[src/dpm_pkg.sv]
package dpm_pkg;

  //////////////////////////////////////////////////////////////////////////////
  // Sizes
  localparam int unsigned N_PORTS      = 4;
  localparam int unsigned N_MAP_REGS   = 3;
  localparam int unsigned PRIO_W       = 2;
  localparam int unsigned ADDR_W       = 8;
  localparam int unsigned DATA_W       = 8;

  //////////////////////////////////////////////////////////////////////////////
  // Register offsets
  localparam logic [7:0] ADDR_MAP_34_37 = 8'h9D;
  localparam logic [7:0] ADDR_MAP_38_3B = 8'h9E;
  localparam logic [7:0] ADDR_MAP_3C_3F = 8'h9F;
  localparam logic [7:0] ADDR_P1_CTRL8  = 8'hC0;
  localparam logic [7:0] ADDR_P2_CTRL8  = 8'hD0;
  localparam logic [7:0] ADDR_P3_CTRL8  = 8'hE0;
  localparam logic [7:0] ADDR_P4_CTRL8  = 8'hF0;

  localparam logic [N_MAP_REGS-1:0][7:0] MAP_ADDR =
    {ADDR_MAP_3C_3F, ADDR_MAP_38_3B, ADDR_MAP_34_37};
  localparam logic [N_PORTS-1:0][7:0] CTRL8_ADDR =
    {ADDR_P4_CTRL8, ADDR_P3_CTRL8, ADDR_P2_CTRL8, ADDR_P1_CTRL8};

  //////////////////////////////////////////////////////////////////////////////
  // Fields and reset values
  localparam int unsigned BIT_INS_HIGH   = 3;
  localparam int unsigned BIT_INS_SECOND = 2;
  localparam logic [7:0]  MAP_RST        = 8'h00;
  localparam logic [1:0]  INS_RST        = 2'h0;
  localparam logic [5:0]  DSCP_FIRST     = 6'h34;
  localparam int unsigned DSCP_LSB       = 2;

  // Egress index (0 = port 1) per source index
  localparam logic [N_PORTS-1:0][1:0] DEST_HIGH   = {2'h2, 2'h3, 2'h3, 2'h3};
  localparam logic [N_PORTS-1:0][1:0] DEST_SECOND = {2'h1, 2'h1, 2'h2, 2'h2};

  //////////////////////////////////////////////////////////////////////////////
  // State carrier
  typedef struct packed {
    logic [N_MAP_REGS-1:0][7:0]      map;
    logic [N_PORTS-1:0][1:0]         ins;
    logic [7:0]                      rdata;
    logic                            rvalid;
    logic [1:0]                      prio;
    logic                            prio_hit;
    logic                            prio_valid;
    logic [N_PORTS-1:0][N_PORTS-1:0] ins_mat;
  } dpm_state_s;

  localparam dpm_state_s DPM_STATE_RST = '0;

endpackage : dpm_pkg

[src/dpm_vid_route.sv]
`timescale 1ns/1ps
module dpm_vid_route
  import dpm_pkg::*;
(
  input  wire logic                            glob_en,
  input  wire logic [N_PORTS-1:0][1:0]         ins,
  output logic      [N_PORTS-1:0][N_PORTS-1:0] ins_mat
);

  // One row per source port, one bit per egress port
  for (genvar g = 0; g < N_PORTS; g++) begin : g_src
    logic [N_PORTS-1:0] high_bit;
    logic [N_PORTS-1:0] second_bit;
    assign high_bit   = N_PORTS'(1) << DEST_HIGH[g];
    assign second_bit = N_PORTS'(1) << DEST_SECOND[g];
    assign ins_mat[g] = ({N_PORTS{glob_en & ins[g][1]}} & high_bit)
                      | ({N_PORTS{glob_en & ins[g][0]}} & second_bit);
  end

endmodule : dpm_vid_route

[src/dpm_top.sv]
`timescale 1ns/1ps
// Overview of operation
// - Register 0x9D holds priorities of code points 0x34..0x37, two bits each.
// - Register 0x9E holds priorities of code points 0x38..0x3B, two bits each.
// - Register 0x9F holds priorities of code points 0x3C..0x3F, two bits each.
// - All priority fields read/write, reset to 00, shared by IPv4 and IPv6.
// - Control-8 bit 3 inserts source default VID toward highest other port.
// - Control-8 bit 2 inserts source default VID toward second-highest port.
// - Insertion bits act only with global enable set; they reset to 0.
// - Control-8 at 0xC0/0xD0/0xE0/0xF0; bits 7-4 read zero.
module dpm_top
  import dpm_pkg::*;
(
  input  wire logic                            core_clk,
  input  wire logic                            rst,
  input  wire logic [ADDR_W-1:0]               reg_addr,
  input  wire logic                            reg_wr,
  input  wire logic [DATA_W-1:0]               reg_wdata,
  input  wire logic                            reg_rd,
  output logic      [DATA_W-1:0]               reg_rdata,
  output logic                                 reg_rvalid,
  input  wire logic                            glob_vid_insert_en,
  input  wire logic [7:0]                      pkt_ds_byte,
  input  wire logic                            pkt_valid,
  output logic      [PRIO_W-1:0]               pkt_prio,
  output logic                                 pkt_prio_hit,
  output logic                                 pkt_prio_valid,
  output logic      [N_PORTS-1:0][N_PORTS-1:0] vid_insert
);

  dpm_state_s                      s_reg;
  dpm_state_s                      s_next;
  logic [N_PORTS-1:0][N_PORTS-1:0] ins_mat;
  logic [5:0]                      code_pt;
  logic [5:0]                      entry;

  //////////////////////////////////////////////////////////////////////////////
  // Insertion routing
  dpm_vid_route u_route (
    .glob_en (glob_vid_insert_en),
    .ins     (s_reg.ins),
    .ins_mat (ins_mat)
  );

  //////////////////////////////////////////////////////////////////////////////
  // Next state
  always_comb begin
    s_next            = s_reg;
    s_next.rvalid     = 1'b0;
    s_next.prio_valid = 1'b0;
    s_next.ins_mat    = ins_mat;
    code_pt           = pkt_ds_byte[7:DSCP_LSB];
    entry             = code_pt - DSCP_FIRST;

    // Register writes
    if (reg_wr) begin
      for (int i = 0; i < N_MAP_REGS; i++) begin
        if (reg_addr == MAP_ADDR[i]) begin
          s_next.map[i] = reg_wdata;
        end
      end
      for (int p = 0; p < N_PORTS; p++) begin
        if (reg_addr == CTRL8_ADDR[p]) begin
          s_next.ins[p] = {reg_wdata[BIT_INS_HIGH],
                           reg_wdata[BIT_INS_SECOND]};
        end
      end
    end

    // Register reads; unmapped offsets read zero
    if (reg_rd) begin
      s_next.rvalid = 1'b1;
      s_next.rdata  = 8'h00;
      for (int i = 0; i < N_MAP_REGS; i++) begin
        if (reg_addr == MAP_ADDR[i]) begin
          s_next.rdata = s_reg.map[i];
        end
      end
      for (int p = 0; p < N_PORTS; p++) begin
        if (reg_addr == CTRL8_ADDR[p]) begin
          s_next.rdata[BIT_INS_HIGH]   = s_reg.ins[p][1];
          s_next.rdata[BIT_INS_SECOND] = s_reg.ins[p][0];
        end
      end
    end

    // Code point lookup; entries below this slice report no hit
    if (pkt_valid) begin
      s_next.prio_valid = 1'b1;
      if (code_pt >= DSCP_FIRST) begin
        s_next.prio_hit = 1'b1;
        s_next.prio     = s_reg.map[entry[3:2]][{entry[1:0], 1'b0} +: 2];
      end else begin
        s_next.prio_hit = 1'b0;
        s_next.prio     = 2'h0;
      end
    end
  end

  //////////////////////////////////////////////////////////////////////////////
  // State register
  always_ff @(posedge core_clk) begin
    if (rst) begin
      s_reg <= DPM_STATE_RST;
    end else begin
      s_reg <= s_next;
    end
  end

  assign reg_rdata      = s_reg.rdata;
  assign reg_rvalid     = s_reg.rvalid;
  assign pkt_prio       = s_reg.prio;
  assign pkt_prio_hit   = s_reg.prio_hit;
  assign pkt_prio_valid = s_reg.prio_valid;
  assign vid_insert     = s_reg.ins_mat;

endmodule : dpm_top

[config.mk]
export PLATFORM = sky130hd
export DESIGN_NAME = dpm_top
export DESIGN_NICKNAME = d
export VERILOG_FILES = /design/src/dpm_pkg.sv /design/src/dpm_vid_route.sv /design/src/dpm_top.sv
export SDC_FILE = /design/constraint.sdc
export NUM_CORES = 1
export LEC_CHECK = 0
export ABC_AREA = 1
export BUFFER_PORTS_ARGS = -buffer_cell sky130_fd_sc_hd__clkbuf_2
export CAP_MARGIN = 10
export CORE_MARGIN = 2
export CORE_UTILIZATION = 55
export CTS_CLUSTER_DIAMETER = 100
export CTS_CLUSTER_SIZE = 14
export DETAILED_ROUTE_END_ITERATION = 8
export HOLD_SLACK_MARGIN = 0.02
export PLACE_DENSITY_LB_ADDON = 0.2
export SLEW_MARGIN = 20
export SYNTH_ARGS = -nofsm -noshare
export SYNTH_HDL_FRONTEND = slang
export SYNTH_HIERARCHICAL = 1
export SYNTH_SLANG_ARGS = --single-unit
[constraint.sdc]
create_clock -name core_clk -period 1.75 [get_ports core_clk]
set_input_delay 0.4375 -clock core_clk [delete_from_list [all_inputs] [get_ports core_clk]]
set_output_delay 0.4375 -clock core_clk [all_outputs]
set_load 0.05 [all_outputs]
==> summary.log, run 1 <==
INFO  status         status=finished, final reports clean
INFO  critical_path  critical_path_buf_inv_count=3
INFO  timing         skew=8.87ps
INFO  critical_path  cp-end-kind=flip-flop
INFO  clock_network  cts.hold.buffers_added=0
INFO  clock_network  clk_transition_reported_paths=70ps
INFO  floorplanning  floorplan.core_area=5140um^2
INFO  synth          yosysMostFrequentCell=sky130_fd_sc_hd__inv_1
INFO  timing         setup_viol=0
INFO  detailed_routing detailroute.via_count=2590
INFO  placed_design  port_buffers=56
INFO  critical_path  worst_path_maximum_fanout=4
INFO  clock_network  tritoncts_num_sinks=61
INFO  synth          synth_top_cells_by_area=sky130_fd_sc_hd__dfxtp_1 41%, sky130_fd_sc_hd__inv_1 9.6%, sky130_fd_sc_hd__buf_4 8.6%, sky130_fd_sc_hd__nand2_1 6.8%, sky130_fd_sc_hd__a21oi_1 6.4%
INFO  clock_network  clk-insertion-delay-late=340ps
INFO  pwr            pwr_density_cell=968nW/um^2
INFO  global_route   grt_first_pass_wirelength=10800um
INFO  timing         final_min_period_over_clock_period=81.4%
INFO  critical_path  worstPathRequired=2020ps
INFO  synth          yosysUniqueCellTypes=28
INFO  clock_network  tritoncts.num_buffers=9
INFO  critical_path  cp-start-kind=input port
INFO  detailed_routing via_per_inst=4.91
INFO  finish         area_growth_syn_to_layout=14.3%
INFO  placed_design  gp_congestion=0.910
INFO  critical_path  critical_path_arrival=1690ps
INFO  finish         layout_nets=485
INFO  timing         setup_repair_after_global_routing_missed_its_margin=false
INFO  hold_path      min_path_type=in2reg
INFO  floorplanning  core.rowCount=26
INFO  critical_path  ff2ff_path_depth=6
INFO  clock_network  htree_num_levels=3
INFO  critical_path  critPathKind=in2reg
INFO  hold_path      timing.hold.worst_path_depth=3
INFO  timing         timing.final.hold_violations=0
INFO  detailed_routing routed_wire_length_per_instance=11.9um
INFO  floorplanning  design.die.area=5990um^2
INFO  detailed_routing postRouteAntennaNets=0
INFO  floorplanning  ios=59
INFO  critical_path  crit_path_slowest_cell=sky130_fd_sc_hd__ha_1
INFO  synth          synth_commonest_cells=76 x sky130_fd_sc_hd__inv_1, 61 x sky130_fd_sc_hd__dfxtp_1, 54 x sky130_fd_sc_hd__nand2_1, 38 x sky130_fd_sc_hd__a21oi_1, 38 x sky130_fd_sc_hd__o21ai_0
INFO  timing         finalCriticalPeriod=1430ps
INFO  timing         timing.fmax=0.702GHz
INFO  global_route   global_route.usage.total=22.6%
INFO  detailed_routing remaining_drc_errors=0
INFO  pwr            finalPower=3.28mW
INFO  synth          synthesis.area=2960um^2
INFO  synth          synth_top_area_share=41.2%
INFO  finish         nFillCells=493
INFO  floorplanning  die_h=77.4um
INFO  finish         antennaDiodeCount=0
INFO  finish         drive_gt1_share=21.0%
INFO  detailed_routing drtPass1Iterations=4
INFO  synth          synth_flop_cell=sky130_fd_sc_hd__dfxtp_1
INFO  critical_path  regToRegEndpoint=pkt_prio[0]$_SDFFE_PP0P_
INFO  floorplanning  die_w=77.4um
INFO  clock_network  cts_tree=built
INFO  timing         drv_slew=0
INFO  critical_path  reg2reg_setup_slack=700ps
INFO  hold_path      hp-start=pkt_valid
INFO  detailed_routing postRouteWirelength=6290um
INFO  synth          post_synth.cell_area_avg=7.17um^2
INFO  synth          synth_edf_count=0
INFO  critical_path  slowest_delay=320ps
INFO  floorplanning  initial_utilization=57.6%
INFO  finish         largest_reg_flops=32
INFO  pwr            peakVddDrop=0.000607V
INFO  critical_path  cp_cell_sequence=clkbuf_2 -> inv_1 -> ha_1 -> inv_1 -> nor2_1 -> o21ai_0 -> o21ai_0 -> o211ai_1 -> a21oi_1
INFO  clock_network  clockRootBuffer=sky130_fd_sc_hd__clkbuf_8
INFO  critical_path  timing.rr.start=s_reg[53]$_SDFFE_PP0P_
INFO  clock_network  cts_setup_buffers=0
INFO  hold_path      hold_end=pkt_prio_valid$_SDFF_PP0_
INFO  timing         fin_setup_tns=0ps
INFO  synth          synth.yosys.seq_area_share=41.2%
INFO  global_route   largest_net_degree_at_the_start_of_global_routing=27
INFO  critical_path  critical-path-top-delay-family=compound AO/OA/AOI/OAI gates
INFO  clock_network  ctsLongestPathBuffers=2
INFO  synth          cell_count_after_synthesis=413
INFO  global_route   gr-total-overflow=0
INFO  global_route   antenna_found_initial=0
INFO  global_route   first_global_vias=2371
INFO  placed_design  place_hpwl=4630um
INFO  synth          netlist.top_cell.by_area=sky130_fd_sc_hd__dfxtp_1
INFO  synth          postSynth.asyncResetShare=0%
INFO  detailed_routing first_iter_violations=152
INFO  run            drv.max_cap_violation_count=0
INFO  synth          ys.warnings.count=6
INFO  pwr            power_leakage=1.54nW
INFO  synth          postSynthRegisterBits=61
INFO  clock_network  cts_resized=0
-- through the flow --
stage	setup slack, ps	area [um^2]	utilization [%]	cells	hold WS [ps]
final	325	3390	65.9	528	386
after global routing	185	3390	65.9	528	395
after CTS	325	3390	65.9	528	372
after detailed placement	1.43	3140	61.1	512	456
after global placement	27.0	3140	61.1	512	456
after floorplan	140	2990	-	420	437
-- logic make-up after synthesis --
kind of cell | after synthesis | synth area share, %
AO/OA/AOI/OAI | 102 | 18.8
adder cells (fa/ha/maj) | 2 | 0.844
buffers and inverters | 125 | 20.7
flip-flops | 61 | 41.2
other | 1 | 0.127
AND/OR/NAND/NOR | 122 | 18.3
-- worst register-to-register path, stage by stage, from the launching register on --
cell                       delay, ps
sky130_fd_sc_hd__dfxtp_1         340
sky130_fd_sc_hd__o211ai_1        190
sky130_fd_sc_hd__nand2_1          80
sky130_fd_sc_hd__nand2_1          60
sky130_fd_sc_hd__nand3_1          80
sky130_fd_sc_hd__o211ai_1        100
sky130_fd_sc_hd__a21oi_1          80
-- where the power goes --
group	switching [mW]	total, mW	internal, mW
Clock	0.576	1.53	0.952
Sequential	0.00787	1.42	1.41
Combinational	0.228	0.330	0.102
Total	0.812	3.28	2.46
-- worst max path at each step --
stage	startpoint	end	cells after the start
CTS	reg_rdata[7]$_SDFFE_PP0P_	reg_rdata[7]	1
floorplan	pkt_ds_byte[4]	pkt_prio[0]$_SDFFE_PP0P_	10
global placement	pkt_ds_byte[4]	pkt_prio[0]$_SDFFE_PP0P_	10
global route	pkt_ds_byte[4]	pkt_prio[0]$_SDFFE_PP0P_	9
finish	pkt_ds_byte[5]	pkt_prio[0]$_SDFFE_PP0P_	9
detailed placement	pkt_ds_byte[4]	pkt_prio[1]$_SDFFE_PP0P_	12
-- metal layers --
metal	vias to the layer above	part of all wire (%)	track usage (%)
li1	1359	-	-
met5	-	0	0
met1	1128	47	31.0
met2	95	44	35.2
met4	0	1.1	8.04
met3	8	7.3	5.00
-- final cells by class --
class / instances / area [um^2] / share of cell area [%]
clock buffers: 9 / 124 / 3.66
clock inverters: 7 / 123 / 3.62
inverters: 78 / 298 / 8.80
multi-input cells: 234 / 1150 / 34.1
flip-flops and latches: 61 / 1220 / 36.1
well taps: 70 / 87.6 / 2.59
repair buffers: 69 / 378 / 11.2
-- cells in the final DEF, fill, tap and decap left out, types with 9 or more instances in the layout --
cell,synthesis,layout
sky130_fd_sc_hd__o21ai_0,38,38
sky130_fd_sc_hd__nand2_1,54,54
sky130_fd_sc_hd__inv_1,76,76
sky130_fd_sc_hd__buf_4,34,13
sky130_fd_sc_hd__nand3_1,18,18
sky130_fd_sc_hd__clkbuf_8,0,9
sky130_fd_sc_hd__dfxtp_1,61,61
sky130_fd_sc_hd__nor2_1,37,37
sky130_fd_sc_hd__a21oi_1,38,38
sky130_fd_sc_hd__clkbuf_2,0,56
(Power assumes the default switching activity.)
==> run 2: changes to the inputs <==
CORE_UTILIZATION = 50   (was 55)
clock period = 1.25 ns   (was 1.75 ns; I/O delays follow)
==> run 2 against run 1 <==
Compared with the run above:
- routed wire length grew 0.67%
- critical path depth shrank 8
- first-iteration DRC count shrank 20%
- clock power grew 42%
- register-to-register slack lost 480 ps
- core utilization shrank 3.8 points
- setup slack lost 290 ps
- hold slack lost 140 ps
- count of clock-buffer cells in the layout grew 2
- non-clock buffer count grew 10
- power grew 43%
- largest power group unchanged
- highest routed layer unchanged
==> summary.log, run 2 (synthesized netlist as in run 1, its figures left out) <==
INFO  status         status=finished, final reports clean
INFO  critical_path  cp_cell_sequence=clkbuf_4
INFO  timing         setup_repair_after_global_routing_missed_its_margin=false
INFO  timing         skew=5.49ps [-3.38 ps]
INFO  floorplanning  initial_utilization=50.9% [-6.7 points]
INFO  finish         antennaDiodeCount=0 [unchanged]
INFO  hold_path      min_path_type=in2reg
INFO  timing         timing.final.ws_setup=39.1ps [-286 ps]
INFO  critical_path  critPathKind=reg2out
INFO  detailed_routing remaining_drc_errors=0 [unchanged]
INFO  clock_network  clk-insertion-delay-late=330ps [about the same]
INFO  pwr            peakVddDrop=0.00101V [+67%]
INFO  timing         setup_viol=0 [unchanged]
INFO  critical_path  crit_path_slowest_cell=sky130_fd_sc_hd__dfxtp_1
INFO  critical_path  critical-path-top-delay-family=flip-flops
INFO  detailed_routing drtPass1Iterations=4 [unchanged]
INFO  timing         timing.final.hold_violations=0 [unchanged]
INFO  critical_path  reg2reg_setup_slack=220ps [-480 ps]
INFO  critical_path  slowest_delay=340ps [+20 ps]
INFO  detailed_routing routed_wire_length_per_instance=11.7um [-1.9%]
INFO  placed_design  gp_congestion=0.942 [+3.5%]
INFO  critical_path  worst_path_maximum_fanout=2 [-2]
INFO  clock_network  tritoncts_num_sinks=61 [unchanged]
INFO  pwr            pwr_density_cell=1300nW/um^2 [+34%]
INFO  finish         area_growth_syn_to_layout=21.7%
INFO  clock_network  cts_tree=built
INFO  pwr            finalPower=4.67mW [+43%]
INFO  critical_path  timing.rr.start=s_reg[37]$_SDFFE_PP0P_
INFO  critical_path  critical_path_buf_inv_count=1 [-2]
INFO  placed_design  place_hpwl=4780um [+3.3%]
INFO  hold_path      hp-start=pkt_valid
INFO  clock_network  htree_num_levels=3 [unchanged]
INFO  critical_path  cp-end-kind=primary output
INFO  floorplanning  die_w=81.0um [+4.6%]
INFO  global_route   grt_first_pass_wirelength=10400um [-3.9%]
INFO  timing         timing.fmax=0.826GHz
INFO  placed_design  dp_slack=-358ps [-360 ps]
INFO  critical_path  cp-start-kind=flip-flop
INFO  critical_path  regToRegEndpoint=pkt_prio[0]$_SDFFE_PP0P_
INFO  floorplanning  die_h=81.0um [+4.6%]
INFO  detailed_routing detailroute.via_count=2568 [-0.85%]
INFO  critical_path  worstPathRequired=940ps [-1080 ps]
INFO  placed_design  port_buffers=56 [unchanged]
INFO  global_route   largest_net_degree_at_the_start_of_global_routing=39 [+44%]
INFO  critical_path  timing.critical_path.from=reg_rdata[3]$_SDFFE_PP0P_
INFO  timing         finalCriticalPeriod=1210ps
INFO  global_route   global_route.usage.total=20.7% [-1.9 points]
INFO  timing         hold_slack=244ps [-142 ps]
INFO  placed_design  placedInstanceArea=3300um^2 [+5.2%]
INFO  detailed_routing postRouteAntennaNets=0 [unchanged]
INFO  hold_path      hold_end=pkt_prio_valid$_SDFF_PP0_
INFO  timing         final_min_period_over_clock_period=96.9%
INFO  hold_path      timing.hold.worst_path_depth=3 [unchanged]
INFO  finish         layout_common_cells=73 x sky130_fd_sc_hd__inv_1, 61 x sky130_fd_sc_hd__dfxtp_1, 52 x sky130_fd_sc_hd__nand2_1
INFO  clock_network  clockRootBuffer=sky130_fd_sc_hd__clkbuf_8
INFO  timing         drv_slew=0 [unchanged]
INFO  floorplanning  ios=59 [unchanged]
INFO  finish         drive_gt1_share=24.2% [+3.2 points]
INFO  global_route   first_global_vias=2287 [-3.5%]
INFO  finish         layout.cells.most_common=sky130_fd_sc_hd__inv_1
INFO  finish         final_cell_area=3610um^2 [+6.5%]
INFO  run            drv.max_cap_violation_count=0 [unchanged]
INFO  critical_path  ff2ff_path_depth=8 [+2]
INFO  clock_network  tritoncts.num_buffers=9 [unchanged]
INFO  detailed_routing via_per_inst=4.74 [-3.4%]
INFO  floorplanning  core.rowCount=28 [+7.7%]
INFO  pwr            power_leakage=1.64nW [+6.4%]
INFO  floorplanning  floorplan.core_area=5820um^2 [+13%]
INFO  clock_network  ctsLongestPathBuffers=2 [unchanged]
INFO  detailed_routing postRouteWirelength=6340um [+0.67%]
INFO  clock_network  clk_transition_reported_paths=70ps [about the same]
INFO  finish         largest_reg_flops=32 [unchanged]
INFO  floorplanning  design.die.area=6560um^2 [+9.5%]
INFO  global_route   antenna_found_initial=0 [unchanged]
INFO  finish         layout_nets=495 [+2.1%]
INFO  global_route   gr-total-overflow=0 [unchanged]
INFO  critical_path  critical_path_arrival=900ps [-790 ps]
INFO  detailed_routing first_iter_violations=122 [-20%]
run 2: worst max path at each step:
stage | depth (start not counted) | slack, ps | end
6_report | 1 | 40 | reg_rdata[3]
3_3_place_gp | 9 | -320 | pkt_prio[0]$_SDFFE_PP0P_
5_1_grt | 9 | 0.6 | pkt_prio[0]$_SDFFE_PP0P_
4_1_cts | 1 | 4 | vid_insert[2]
3_5_place_dp | 9 | -360 | pkt_prio[0]$_SDFFE_PP0P_
2_1_floorplan | 9 | -50 | pkt_prio[0]$_SDFFE_PP0P_
run 2: cell type report:
cell class	instances	area (um^2)
multi-input cells	234	1190
clock buffers	11	151
clock inverters	4	95.1
fillers	556	2210
well taps	75	93.8
flip-flops and latches	61	1220
repair buffers	79	537
inverters	78	318
run 2: report_power, final:
group / internal [mW] / total (mW) / switching, mW
Combinational: 0.179 / 0.507 / 0.329
Sequential: 1.97 / 1.99 / 0.0107
Clock: 1.42 / 2.18 / 0.759
Total: 3.57 / 4.67 / 1.10
run 2: what timing repair did:
action                                  CTS  global route
endpoints found under the setup margin   13            28
pin swaps                                 0             5
resized for setup                        12            36
hold buffers                              0             0
setup buffers                             0             0
run 2: metrics by stage:
stage               utilization [%]  std cells  TNS [ps]
floorplan                         -        420     -57.0
global placement               56.8        527     -4690
detailed placement             56.8        527     -5630
CTS                            61.6        542         0
global route                   62.0        542         0
finish                         62.0        542         0
run 2: routing by layer:
layer / part of all wire, % / track usage (%)
met4: 0.39 / 6.95
met2: 44 / 31.6
met3: 5.9 / 5.67
met5: 0 / 0
met1: 49 / 28.4
